==> src/sfr_pkg.sv <==
// Purpose : constants, types and formats of the serial flash fast read engine
// Assumes : the serial clock and pins arrive asynchronous to clk
// Notes   : every count is in serial clocks unless the name says otherwise
//
// How it works
// - single fast read: opcode, 24-bit address, eight dummies
// - output undefined during single-line dummy clocks
// - four-wire mode fast read dummies 2/4/6/8
// - reset sets four-wire dummy count to 2
// - dual output read: eight dummies, two-bit data
// - quad output read needs quad enable bit
// - dual I/O read: address two bits per clock
// - mode byte follows address; bits 5:4 used
// - skip bits 10 make next dual read opcode-less
// - skip bits 10 make next quad read opcode-less
// - other skip bits restore normal opcode decoding
// - quad I/O read: four lines, four dummies
// - quad read wraps within selected page section
// - three wrap setting bits: disable plus length
// - four-wire mode counts mode clocks as dummies
// - continuous mode works in four-wire mode
// - four-wire mode quad reads never wrap
// - word quad read: even address, two dummies
// - data driven on falling edge, MSB first
// - address advances after every byte fetched into the buffer
// - wrap disable bit resets to one
package sfr_pkg;
   localparam logic [7:0] OP_FAST_READ     = 8'h0B;
   localparam logic [7:0] OP_DUAL_OUT_READ = 8'h3B;
   localparam logic [7:0] OP_QUAD_OUT_READ = 8'h6B;
   localparam logic [7:0] OP_DUAL_IO_READ  = 8'hBB;
   localparam logic [7:0] OP_QUAD_IO_READ  = 8'hEB;
   localparam logic [7:0] OP_WORD_QUAD_READ = 8'hE7;

   localparam int         ADDR_BITS          = 24;
   localparam logic [3:0] SPI_FAST_DUMMY     = 4'd8;
   localparam logic [3:0] SPI_QUAD_IO_DUMMY  = 4'd4;
   localparam logic [3:0] SPI_WORD_DUMMY     = 4'd2;
   localparam logic [3:0] DUAL_MODE_CLKS     = 4'd4;
   localparam logic [3:0] QUAD_MODE_CLKS     = 4'd2;
   localparam logic [4:0] SPI_OPCODE_CLKS    = 5'd8;
   localparam logic [4:0] QPI_OPCODE_CLKS    = 5'd2;
   localparam logic [1:0] OPCODE_SKIP_VALUE  = 2'b10;
   localparam int         OPCODE_SKIP_LSB    = 4;
   localparam logic [1:0] READ_DUMMY_RESET   = 2'b00;
   localparam logic [2:0] WRAP_SETTING_RESET = 3'b001;
   localparam int         WRAP_DISABLE_POS   = 0;
   localparam int         WRAP_LENGTH_LSB    = 1;
   localparam logic [8:0] WRAP_BASE_BYTES    = 9'd8;
   localparam logic [7:0] EMPTY_BYTE         = 8'hFF;

   typedef enum logic [2:0] {
      ST_IDLE, ST_OPCODE, ST_ADDR, ST_MODE, ST_DUMMY, ST_DATA, ST_IGNORE
   } sfr_state_e;

   typedef struct packed {
      logic       ok;
      logic [2:0] addrLanes;
      logic [2:0] dataLanes;
      logic [3:0] modeClks;
      logic [3:0] dummyClks;
      logic       wrapOk;
      logic       contOk;
   } sfr_format_s;

   typedef struct packed {
      logic       csN;
      logic       sclk;
      logic [3:0] io;
   } sfr_pins_s;
endpackage

==> src/sfr_sync.sv <==
// Purpose : two-flop synchroniser for a group of pin levels
// Assumes : each bit is an independent level
// Notes   : the first stage feeds only the second
`timescale 1ns/100ps
`default_nettype none
module sfr_sync #(
   parameter int              WIDTH     = 1,
   parameter logic [WIDTH-1:0] RESET_VAL = '0
) (
   // clock and reset
   input  wire logic             clk,
   input  wire logic             rstn,
   // levels
   input  wire logic [WIDTH-1:0] d,
   output logic      [WIDTH-1:0] q
);
   logic [WIDTH-1:0] meta;

   always_ff @(posedge clk) begin
      if (!rstn) begin
         meta <= RESET_VAL;
         q    <= RESET_VAL;
      end else begin
         meta <= d;
         q    <= meta;
      end
   end
endmodule
`default_nettype wire

==> src/sfr_fifo.sv <==
// Purpose : byte buffer between the array fetch and the pin shifter
// Assumes : single clock, flush empties it at once
// Notes   : inReady is a register so it can leave the block directly
`timescale 1ns/100ps
`default_nettype none
module sfr_fifo #(
   parameter int WIDTH = 8,
   parameter int DEPTH = 32
) (
   // clock and reset
   input  wire logic             clk,
   input  wire logic             rstn,
   input  wire logic             flush,
   // fill side
   input  wire logic             inValid,
   input  wire logic [WIDTH-1:0] inData,
   output logic                  inReady,
   // drain side
   output logic                  outValid,
   output logic      [WIDTH-1:0] outData,
   input  wire logic             outReady
);
   localparam int AW = $clog2(DEPTH);

   if (DEPTH < 2 || (1 << AW) != DEPTH) begin : g_check
      $error("fifo depth must be a power of two of at least 2");
   end

   logic [WIDTH-1:0] mem [DEPTH];
   logic [AW-1:0]    wrPtr;
   logic [AW-1:0]    rdPtr;
   logic [AW:0]      count;
   logic             push;
   logic             pop;
   logic [AW:0]      next_count;

   assign push       = inValid && inReady;
   assign pop        = outValid && outReady;
   assign outValid   = (count != '0);
   assign outData    = mem[rdPtr];
   assign next_count = count + (AW+1)'(push) - (AW+1)'(pop);

   always_ff @(posedge clk) begin
      if (push) begin
         mem[wrPtr] <= inData;
      end
   end

   always_ff @(posedge clk) begin
      if (!rstn || flush) begin
         wrPtr   <= '0;
         rdPtr   <= '0;
         count   <= '0;
         inReady <= 1'b0;
      end else begin
         wrPtr   <= wrPtr + AW'(push);
         rdPtr   <= rdPtr + AW'(pop);
         count   <= next_count;
         inReady <= (next_count != (AW+1)'(DEPTH));
      end
   end
endmodule
`default_nettype wire

==> src/sfr_fast_read_engine.sv <==
// Purpose : decode and sequence the fast read command family at the pins
// Assumes : clk is much faster than the serial clock; array answers memReq
// Notes   : pins pass two flops; edges of the serial clock come from clk
`timescale 1ns/100ps
`default_nettype none
module sfr_fast_read_engine
   import sfr_pkg::*;
#(
   parameter int FIFO_DEPTH = 32
) (
   // clock and reset
   input  wire logic                 clk,
   input  wire logic                 rstn,
   // serial pins
   input  wire logic                 csN,
   input  wire logic                 sclk,
   input  wire logic [3:0]           ioIn,
   output logic      [3:0]           ioOut,
   output logic      [3:0]           ioOe,
   // configuration from the rest of the device
   input  wire logic                 quadIoEnable,
   input  wire logic                 fourWireCommandMode,
   input  wire logic                 softReset,
   input  wire logic                 readParamLoad,
   input  wire logic [1:0]           readParamValue,
   input  wire logic                 wrapLoad,
   input  wire logic [2:0]           wrapValue,
   // array fetch
   output logic                      memReq,
   output logic      [ADDR_BITS-1:0] memAddr,
   input  wire logic                 memValid,
   input  wire logic [7:0]           memData,
   output logic                      memReady,
   // status
   output logic                      readActive,
   output logic                      continuousMode,
   output logic      [1:0]           readDummyCode,
   output logic      [2:0]           wrapSettingBits
);
   if (FIFO_DEPTH < 2) begin : g_check
      $error("FIFO_DEPTH must be at least 2");
   end

   sfr_pins_s        pinsRaw;
   sfr_pins_s        pins;
   logic             sclkPrev;
   logic             sclkRise;
   logic             sclkFall;
   logic             deselected;
   sfr_state_e       state;
   sfr_format_s      fmt;
   sfr_format_s      decoded;
   sfr_format_s      contFmt;
   logic [4:0]       cnt;
   logic [7:0]       opShift;
   logic [7:0]       next_op;
   logic [ADDR_BITS-1:0] addrShift;
   logic [ADDR_BITS-1:0] next_addr;
   logic [7:0]       modeShift;
   logic [7:0]       next_mode;
   logic [7:0]       contOpcode;
   logic             startFetch;
   logic             wrapOn;
   logic [7:0]       wrapMask;
   logic             fetchTake;
   logic [7:0]       outShift;
   logic [2:0]       outCnt;
   logic             fifoPop;
   logic             fifoValid;
   logic [7:0]       fifoData;
   logic [7:0]       outByte;

   // pin synchronisers
   assign pinsRaw = '{csN: csN, sclk: sclk, io: ioIn};

   sfr_sync #(
      .WIDTH     (6),
      .RESET_VAL (6'b10_0000)
   ) u_sync (
      .clk  (clk),
      .rstn (rstn),
      .d    (pinsRaw),
      .q    (pins)
   );

   always_ff @(posedge clk) begin
      if (!rstn) begin
         sclkPrev <= 1'b0;
      end else begin
         sclkPrev <= pins.sclk;
      end
   end

   assign sclkRise   = pins.sclk && !sclkPrev;
   assign sclkFall   = !pins.sclk && sclkPrev;
   assign deselected = pins.csN;

   // shift helpers
   function automatic logic [ADDR_BITS-1:0] shift_in(
      input logic [ADDR_BITS-1:0] val,
      input logic [2:0]           lanes,
      input logic [3:0]           io
   );
      case (lanes)
         3'd2:    shift_in = {val[ADDR_BITS-3:0], io[1:0]};
         3'd4:    shift_in = {val[ADDR_BITS-5:0], io[3:0]};
         default: shift_in = {val[ADDR_BITS-2:0], io[0]};
      endcase
   endfunction

   function automatic logic [4:0] addr_clks(input logic [2:0] lanes);
      case (lanes)
         3'd2:    addr_clks = 5'd12;
         3'd4:    addr_clks = 5'd6;
         default: addr_clks = 5'd24;
      endcase
   endfunction

   function automatic logic [3:0] pin_bits(
      input logic [7:0] b,
      input logic [2:0] lanes
   );
      case (lanes)
         3'd2:    pin_bits = {2'b00, b[7:6]};
         3'd4:    pin_bits = b[7:4];
         default: pin_bits = {2'b00, b[7], 1'b0};
      endcase
   endfunction

   // opcode table
   function automatic sfr_format_s decode(
      input logic [7:0] op,
      input logic       four_wire_command_mode,
      input logic       qe,
      input logic [1:0] dummyCode
   );
      logic [3:0] qpiDummy;
      qpiDummy = {1'b0, dummyCode, 1'b0} + 4'd2;
      decode   = '0;
      case (op)
         OP_FAST_READ: begin
            decode.ok        = 1'b1;
            decode.addrLanes = four_wire_command_mode ? 3'd4 : 3'd1;
            decode.dataLanes = four_wire_command_mode ? 3'd4 : 3'd1;
            decode.dummyClks = four_wire_command_mode ? qpiDummy : SPI_FAST_DUMMY;
         end
         OP_DUAL_OUT_READ: begin
            decode.ok        = !four_wire_command_mode;
            decode.addrLanes = 3'd1;
            decode.dataLanes = 3'd2;
            decode.dummyClks = SPI_FAST_DUMMY;
         end
         OP_QUAD_OUT_READ: begin
            decode.ok        = !four_wire_command_mode && qe;
            decode.addrLanes = 3'd1;
            decode.dataLanes = 3'd4;
            decode.dummyClks = SPI_FAST_DUMMY;
         end
         OP_DUAL_IO_READ: begin
            decode.ok        = !four_wire_command_mode;
            decode.addrLanes = 3'd2;
            decode.dataLanes = 3'd2;
            decode.modeClks  = DUAL_MODE_CLKS;
            decode.contOk    = 1'b1;
         end
         OP_QUAD_IO_READ: begin
            decode.ok        = qe;
            decode.addrLanes = 3'd4;
            decode.dataLanes = 3'd4;
            decode.modeClks  = QUAD_MODE_CLKS;
            // mode clocks count toward the configured dummies
            decode.dummyClks = four_wire_command_mode ? qpiDummy - QUAD_MODE_CLKS
                                   : SPI_QUAD_IO_DUMMY;
            decode.wrapOk    = !four_wire_command_mode;
            decode.contOk    = 1'b1;
         end
         OP_WORD_QUAD_READ: begin
            decode.ok        = !four_wire_command_mode && qe;
            decode.addrLanes = 3'd4;
            decode.dataLanes = 3'd4;
            decode.modeClks  = QUAD_MODE_CLKS;
            decode.dummyClks = SPI_WORD_DUMMY;
            decode.wrapOk    = 1'b1;
            decode.contOk    = 1'b1;
         end
         default: decode = '0;
      endcase
   endfunction

   // opcode assembly: one bit per clock, or a nibble in four-wire mode
   assign next_op = fourWireCommandMode ? {opShift[3:0], pins.io}
                                        : {opShift[6:0], pins.io[0]};
   assign decoded = decode(next_op, fourWireCommandMode, quadIoEnable, readDummyCode);
   assign contFmt = decode(contOpcode, fourWireCommandMode, quadIoEnable, readDummyCode);
   assign next_addr = shift_in(addrShift, fmt.addrLanes, pins.io);
   assign next_mode = 8'(shift_in({16'h0000, modeShift}, fmt.addrLanes, pins.io));
   assign startFetch = (state == ST_ADDR) && sclkRise && (cnt == 5'd1);

   // read configuration kept across commands
   always_ff @(posedge clk) begin
      if (!rstn || softReset) begin
         readDummyCode <= READ_DUMMY_RESET;
      end else if (readParamLoad) begin
         readDummyCode <= readParamValue;
      end
   end

   always_ff @(posedge clk) begin
      if (!rstn || softReset) begin
         wrapSettingBits <= WRAP_SETTING_RESET;
      end else if (wrapLoad) begin
         wrapSettingBits <= wrapValue;
      end
   end

   // command sequencer, advanced on serial clock rising edges
   always_ff @(posedge clk) begin
      if (!rstn || deselected) begin
         state     <= ST_IDLE;
         cnt       <= '0;
         fmt       <= '0;
         opShift   <= '0;
         addrShift <= '0;
         modeShift <= '0;
      end else begin
         case (state)
            ST_IDLE: begin
               opShift <= '0;
               if (continuousMode) begin
                  // opcode omitted: address follows select directly
                  state <= ST_ADDR;
                  fmt   <= contFmt;
                  cnt   <= addr_clks(contFmt.addrLanes);
               end else begin
                  state <= ST_OPCODE;
                  cnt   <= fourWireCommandMode ? QPI_OPCODE_CLKS : SPI_OPCODE_CLKS;
               end
            end
            ST_OPCODE: begin
               if (sclkRise) begin
                  opShift <= next_op;
                  cnt     <= cnt - 5'd1;
                  if (cnt == 5'd1) begin
                     fmt <= decoded;
                     cnt <= addr_clks(decoded.addrLanes);
                     state <= decoded.ok ? ST_ADDR : ST_IGNORE;
                  end
               end
            end
            ST_ADDR: begin
               if (sclkRise) begin
                  addrShift <= next_addr;
                  cnt       <= cnt - 5'd1;
                  if (cnt == 5'd1) begin
                     if (fmt.modeClks != '0) begin
                        state <= ST_MODE;
                        cnt   <= {1'b0, fmt.modeClks};
                     end else if (fmt.dummyClks != '0) begin
                        state <= ST_DUMMY;
                        cnt   <= {1'b0, fmt.dummyClks};
                     end else begin
                        state <= ST_DATA;
                     end
                  end
               end
            end
            ST_MODE: begin
               if (sclkRise) begin
                  modeShift <= next_mode;
                  cnt       <= cnt - 5'd1;
                  if (cnt == 5'd1) begin
                     if (fmt.dummyClks != '0) begin
                        state <= ST_DUMMY;
                        cnt   <= {1'b0, fmt.dummyClks};
                     end else begin
                        state <= ST_DATA;
                     end
                  end
               end
            end
            ST_DUMMY: begin
               if (sclkRise) begin
                  cnt <= cnt - 5'd1;
                  if (cnt == 5'd1) begin
                     state <= ST_DATA;
                  end
               end
            end
            ST_DATA:   state <= ST_DATA;
            ST_IGNORE: state <= ST_IGNORE;
            default:   state <= ST_IDLE;
         endcase
      end
   end

   // continuous read mode: decided by the skip bits of the mode byte
   always_ff @(posedge clk) begin
      if (!rstn || softReset) begin
         continuousMode <= 1'b0;
         contOpcode     <= '0;
      end else if (state == ST_OPCODE && sclkRise && cnt == 5'd1) begin
         contOpcode <= next_op;
      end else if (state == ST_MODE && sclkRise && cnt == 5'd1 && fmt.contOk) begin
         // only bits 5:4 matter; the other six bits are ignored
         continuousMode <= (next_mode[OPCODE_SKIP_LSB +: 2] == OPCODE_SKIP_VALUE);
      end
   end

   // array fetch with page-section wrap
   function automatic logic [ADDR_BITS-1:0] advance(
      input logic [ADDR_BITS-1:0] a,
      input logic                 wrap,
      input logic [7:0]           mask
   );
      logic [ADDR_BITS-1:0] inc;
      inc = a + ADDR_BITS'(1);
      if (wrap) begin
         advance = {a[ADDR_BITS-1:8], (a[7:0] & ~mask) | (inc[7:0] & mask)};
      end else begin
         advance = inc;
      end
   endfunction

   assign fetchTake = memReq && memValid && memReady;

   always_ff @(posedge clk) begin
      if (!rstn || deselected) begin
         memReq   <= 1'b0;
         memAddr  <= '0;
         wrapOn   <= 1'b0;
         wrapMask <= '0;
      end else if (startFetch) begin
         memReq   <= 1'b1;
         memAddr  <= next_addr;
         wrapOn   <= fmt.wrapOk && !fourWireCommandMode
                     && !wrapSettingBits[WRAP_DISABLE_POS];
         wrapMask <= 8'((WRAP_BASE_BYTES << wrapSettingBits[WRAP_LENGTH_LSB +: 2])
                        - 9'd1);
      end else if (fetchTake) begin
         memAddr <= advance(memAddr, wrapOn, wrapMask);
      end
   end

   sfr_fifo #(
      .WIDTH (8),
      .DEPTH (FIFO_DEPTH)
   ) u_fifo (
      .clk      (clk),
      .rstn     (rstn),
      .flush    (deselected),
      .inValid  (memValid && memReq),
      .inData   (memData),
      .inReady  (memReady),
      .outValid (fifoValid),
      .outData  (fifoData),
      .outReady (fifoPop)
   );

   // output shifter on serial clock falling edges
   assign fifoPop = sclkFall && (state == ST_DATA) && (outCnt == '0);
   assign outByte = fifoValid ? fifoData : EMPTY_BYTE;

   always_ff @(posedge clk) begin
      if (!rstn || deselected) begin
         ioOut    <= '0;
         ioOe     <= '0;
         outShift <= '0;
         outCnt   <= '0;
      end else if (sclkFall && state == ST_DATA) begin
         case (fmt.dataLanes)
            3'd2:    ioOe <= 4'b0011;
            3'd4:    ioOe <= 4'b1111;
            default: ioOe <= 4'b0010;
         endcase
         if (outCnt == '0) begin
            ioOut    <= pin_bits(outByte, fmt.dataLanes);
            outShift <= outByte << fmt.dataLanes;
            outCnt   <= 3'(4'd8 / {1'b0, fmt.dataLanes} - 4'd1);
         end else begin
            ioOut    <= pin_bits(outShift, fmt.dataLanes);
            outShift <= outShift << fmt.dataLanes;
            outCnt   <= outCnt - 3'd1;
         end
      end
   end

   always_ff @(posedge clk) begin
      if (!rstn) begin
         readActive <= 1'b0;
      end else begin
         readActive <= (state == ST_DATA);
      end
   end
endmodule
`default_nettype wire

==> config.mk <==
export PLATFORM = sky130hd
export DESIGN_NAME = sfr_fast_read_engine
export DESIGN_NICKNAME = d
export VERILOG_FILES = /design/src/sfr_pkg.sv /design/src/sfr_sync.sv /design/src/sfr_fifo.sv /design/src/sfr_fast_read_engine.sv
export SDC_FILE = /design/constraint.sdc
export NUM_CORES = 1
export LEC_CHECK = 0
export CAP_MARGIN = 20
export CELL_PAD_IN_SITES_DETAIL_PLACEMENT = 0
export CELL_PAD_IN_SITES_GLOBAL_PLACEMENT = 2
export CORE_UTILIZATION = 48
export DETAILED_ROUTE_END_ITERATION = 10
export DONT_BUFFER_PORTS = 1
export PLACE_DENSITY_LB_ADDON = 0.25
export SYNTH_ARGS = -nofsm -noshare
export SYNTH_HDL_FRONTEND = slang
export SYNTH_HIERARCHICAL = 1
export SYNTH_SLANG_ARGS = --single-unit
==> constraint.sdc <==
create_clock -name clk -period 8.9 [get_ports clk]
set_clock_uncertainty 0.15 [all_clocks]
set_input_delay 0.445 -clock clk [delete_from_list [all_inputs] [get_ports clk]]
set_output_delay 0.445 -clock clk [all_outputs]
set_load 0.05 [all_outputs]
==> flow_summary.ini <==
[run_status]
outcome = finished clean

[setup_path]
r2r_start = fmt[10]
path_delay_family = adder cells
cp_slowest_cell = dfxtp_1
max_stage_delay_ns = 0.69
critPathKind = register to register
crit_chain = clkinv_1 -> ha_1 -> or3b_2 -> nand2_1 -> ha_1 -> xor2_1 -> a32oi_1 -> ha_1 -> o21a_1 -> or2_2 -> a21o_1 -> mux2_2 -> ha_1 -> a21o_1 -> a2111oi_0 -> nor3_1 -> nor2_1 -> ha_1 -> mux2i_1 -> a22oi_1 -> nor2_1
cp_common_cell = ha_1
rr_worst_depth = 21
reg2reg_slack_ns = 2.95
path_buf_inv = 1
cp.arrival_ns = 6.22
crit_required_ns = 9.16
endpoint_kind = register
reg2reg_to = outCnt[2]
critPathLaunchType = register
path_max_fanout = 16

[yosys]
async_flop_share_pct = 0
ys_ff_latch = 405
ys_types = 95
syn_nets = 1617
ys.flop_type = edfxtp_1
ys_seq_area_share_pct = 56.1
ys_warn_count = 6
synth-edff-count = 256
syn_inst = 1562
avgSynthCellArea_um2 = 12.2
synth_area_um2 = 19000

[hold_path]
hold_path_depth = 1
worstHoldEndpoint = u_fifo/mem[18][5]
hp-start = memData[5]
min_path_type = input pin to register

[detailed_routing]
drtPass1Iterations = 7
vias_per_cell = 6.03
wl_per_cell_um = 22.4
antenna_left = 0
drc = 0
vias = 12665
drt_iter0_drc = 704
wl_um = 47100

[grt]
grt_usage_pct = 23.5
antenna_found_initial = 0
grt_pass1_wl_um = 73900
grt_overflow = 0
grt_max_degree = 72
grt_pass1_vias = 12468

[placement]
dp_hpwl_um = 30600
numPortBuffers = 0
place_congestion = 0.825

[timing]
maxSlewHeadroom_pct = 28.5
min_period_over_period_pct = 66.9
drv_slew = 0
timing.hold.ws_ns = 0.0204
fin_setup_tns_ns = 0
period_minus_slack_ns = 5.95
tightestPinTransition_ns = 1.07
rsz0062_at_grt = false
clock.fmax_ghz = 0.168
hold_viol = 0
setup_viol = 0

[layout]
fin_nets = 1603
diodes = 0
multi_input_area_um2 = 7730
drive_gt1_share_pct = 11.6
nFillCells = 3220
mostFrequentLayoutCells = 256 x edfxtp_1, 172 x nor2_1, 147 x dfxtp_1, 76 x a21oi_1, 72 x nand2_1
area_growth_pct = 11.0
seqCellArea_um2 = 10700
final_common_cell = edfxtp_1

[floorplanning]
io_pins = 68
dieArea_um2 = 40400
die_height_um = 201
die_x_um = 201
num_rows = 72
initial_core_util_pct = 49.0
core_area_um2 = 38800

[clock_network]
clock_latency_ns = 0.58
cts_tree = built
clkSinkCount = 405
cts-resized-gates = 0
clk_pin_slew_worst_paths_ns = 0.06
clockBufferDepth = 3
clockRootBuffer = clkbuf_16
cts_buffers = 43
h-tree-depth = 2

[pwr]
leakage_uw = 0.00685
vdd_drop_max_v = 0.000205
powerDensity_nw_per_um2 = 187

[flow_run]
max_cap_violations = 0
[Yosys cell counts, types with 8 or more instances]
library cell  count  area [µm²]
edfxtp_1        256        7690
nor2_1          172         646
dfxtp_1         149        2980
a21oi_1          76         380
nand2_1          72         270
mux2i_1          58         581
a211oi_1         56         420
clkbuf_1         53         199
nand3_1          42         210
nor3_1           38         190
mux4_2           34         766
inv_1            32         120
buf_2            30         150
ha_1             27         338
a22o_1           26         228
nand2b_1         26         163
o21ai_0          23         115
mux4_1           19         499
nor2b_1          19         119
nor4_1           17         106
o221ai_1         17         149
and2_1           16         100
o22ai_1          16         100
xnor2_1          16         140
a31oi_1          15        93.8
xor2_1           15         131
a22oi_1          12        90.1
and3_1           12        75.1
nand4_1          10        62.6
o211a_1          10         100
or3_1             9        56.3
nand3b_1          8        60.1
nor3b_1           8        60.1
o21a_1            8        60.1
o311ai_0          8        70.1
[report_power, final]
| part | internal (µW) | switching (µW) | leakage (µW) |
|---|---|---|---|
| Combinational | 23.7 | 40.8 | 0.00265 |
| Clock | 1120 | 757 | 0.000690 |
| Sequential | 2000 | 8.97 | 0.00350 |
[worst max path at each step]
| stage | from | endpoint | slack (ns) | cells past startpoint |
|---|---|---|---|---|
| finish | fmt[10] | outCnt[2] | 2.95 | 21 |
| global route | fmt[10] | outCnt[2] | 2.58 | 21 |
| CTS | fmt[10] | outCnt[2] | 2.97 | 21 |
| detailed placement | fmt[10] | outCnt[2] | 3.00 | 21 |
| global placement | fmt[10] | outCnt[2] | 3.13 | 22 |
| floorplan | fmt[10] | outCnt[2] | 3.75 | 24 |
[state kept, by name, indices dropped and copies added, names as in the netlist, 3 cells and up, named ones only]
name / count
u_fifo/mem: 256
addrShift: 23
memAddr: 17
fmt: 13
contOpcode: 8
outShift: 8
opShift: 7
u_fifo/count: 6
u_sync/meta: 6
u_sync/q: 6
cnt: 5
modeShift: 5
u_fifo/rdPtr: 5
u_fifo/wrPtr: 5
wrapMask: 5
ioOut: 4
ioOe: 3
outCnt: 3
state: 3
wrapSettingBits: 3
[cell type report]
| cell class | count | share of cell area (%) |
|---|---|---|
| inverter | 34 | 0.604 |
| clock buffer | 48 | 5.18 |
| sequential | 405 | 50.6 |
| timing repair buffer | 42 | 2.17 |
| tap | 518 | 3.07 |
| clock inverter | 31 | 1.81 |
| multi-input combinational | 1022 | 36.6 |
[routing by layer]
metal  track usage (%)  vias to the layer above  wire, µm
li1                  -                     6008         -
met1              31.0                     6295     20500
met2              40.4                      286     23500
met3              3.28                       76      2120
met4              6.82                        0       939
met5                 0                        -         0
[cell families after synthesis]
kind of cell    Yosys count  synth area share (%)
simple gates            508                  14.1
flops                   405                  56.1
compound gates          335                  12.9
buf+inv                 135                  3.38
mux                     119                  10.2
xor+xnor                 31                  1.43
fa+ha+maj                29                  1.93
[timing repair]
item	CTS	global route
buffers inserted	0	0
hold endpoints to repair	288	0
hold buffers	25	0
[metrics by stage]
stage	instances	total power [µW]	worst slack [ns]	area (µm²)	util, %
final	2100	3950	2.95	21100	54.4
after global routing	2100	4060	2.58	21100	54.4
after CTS	2100	4000	2.97	21100	54.4
after detailed placement	1996	2080	3.00	19300	49.7
after global placement	1996	2080	3.13	19300	49.7
after floorplan	1562	2070	3.75	19000	-
No activity file was read; power rests on OpenSTA's default activity.
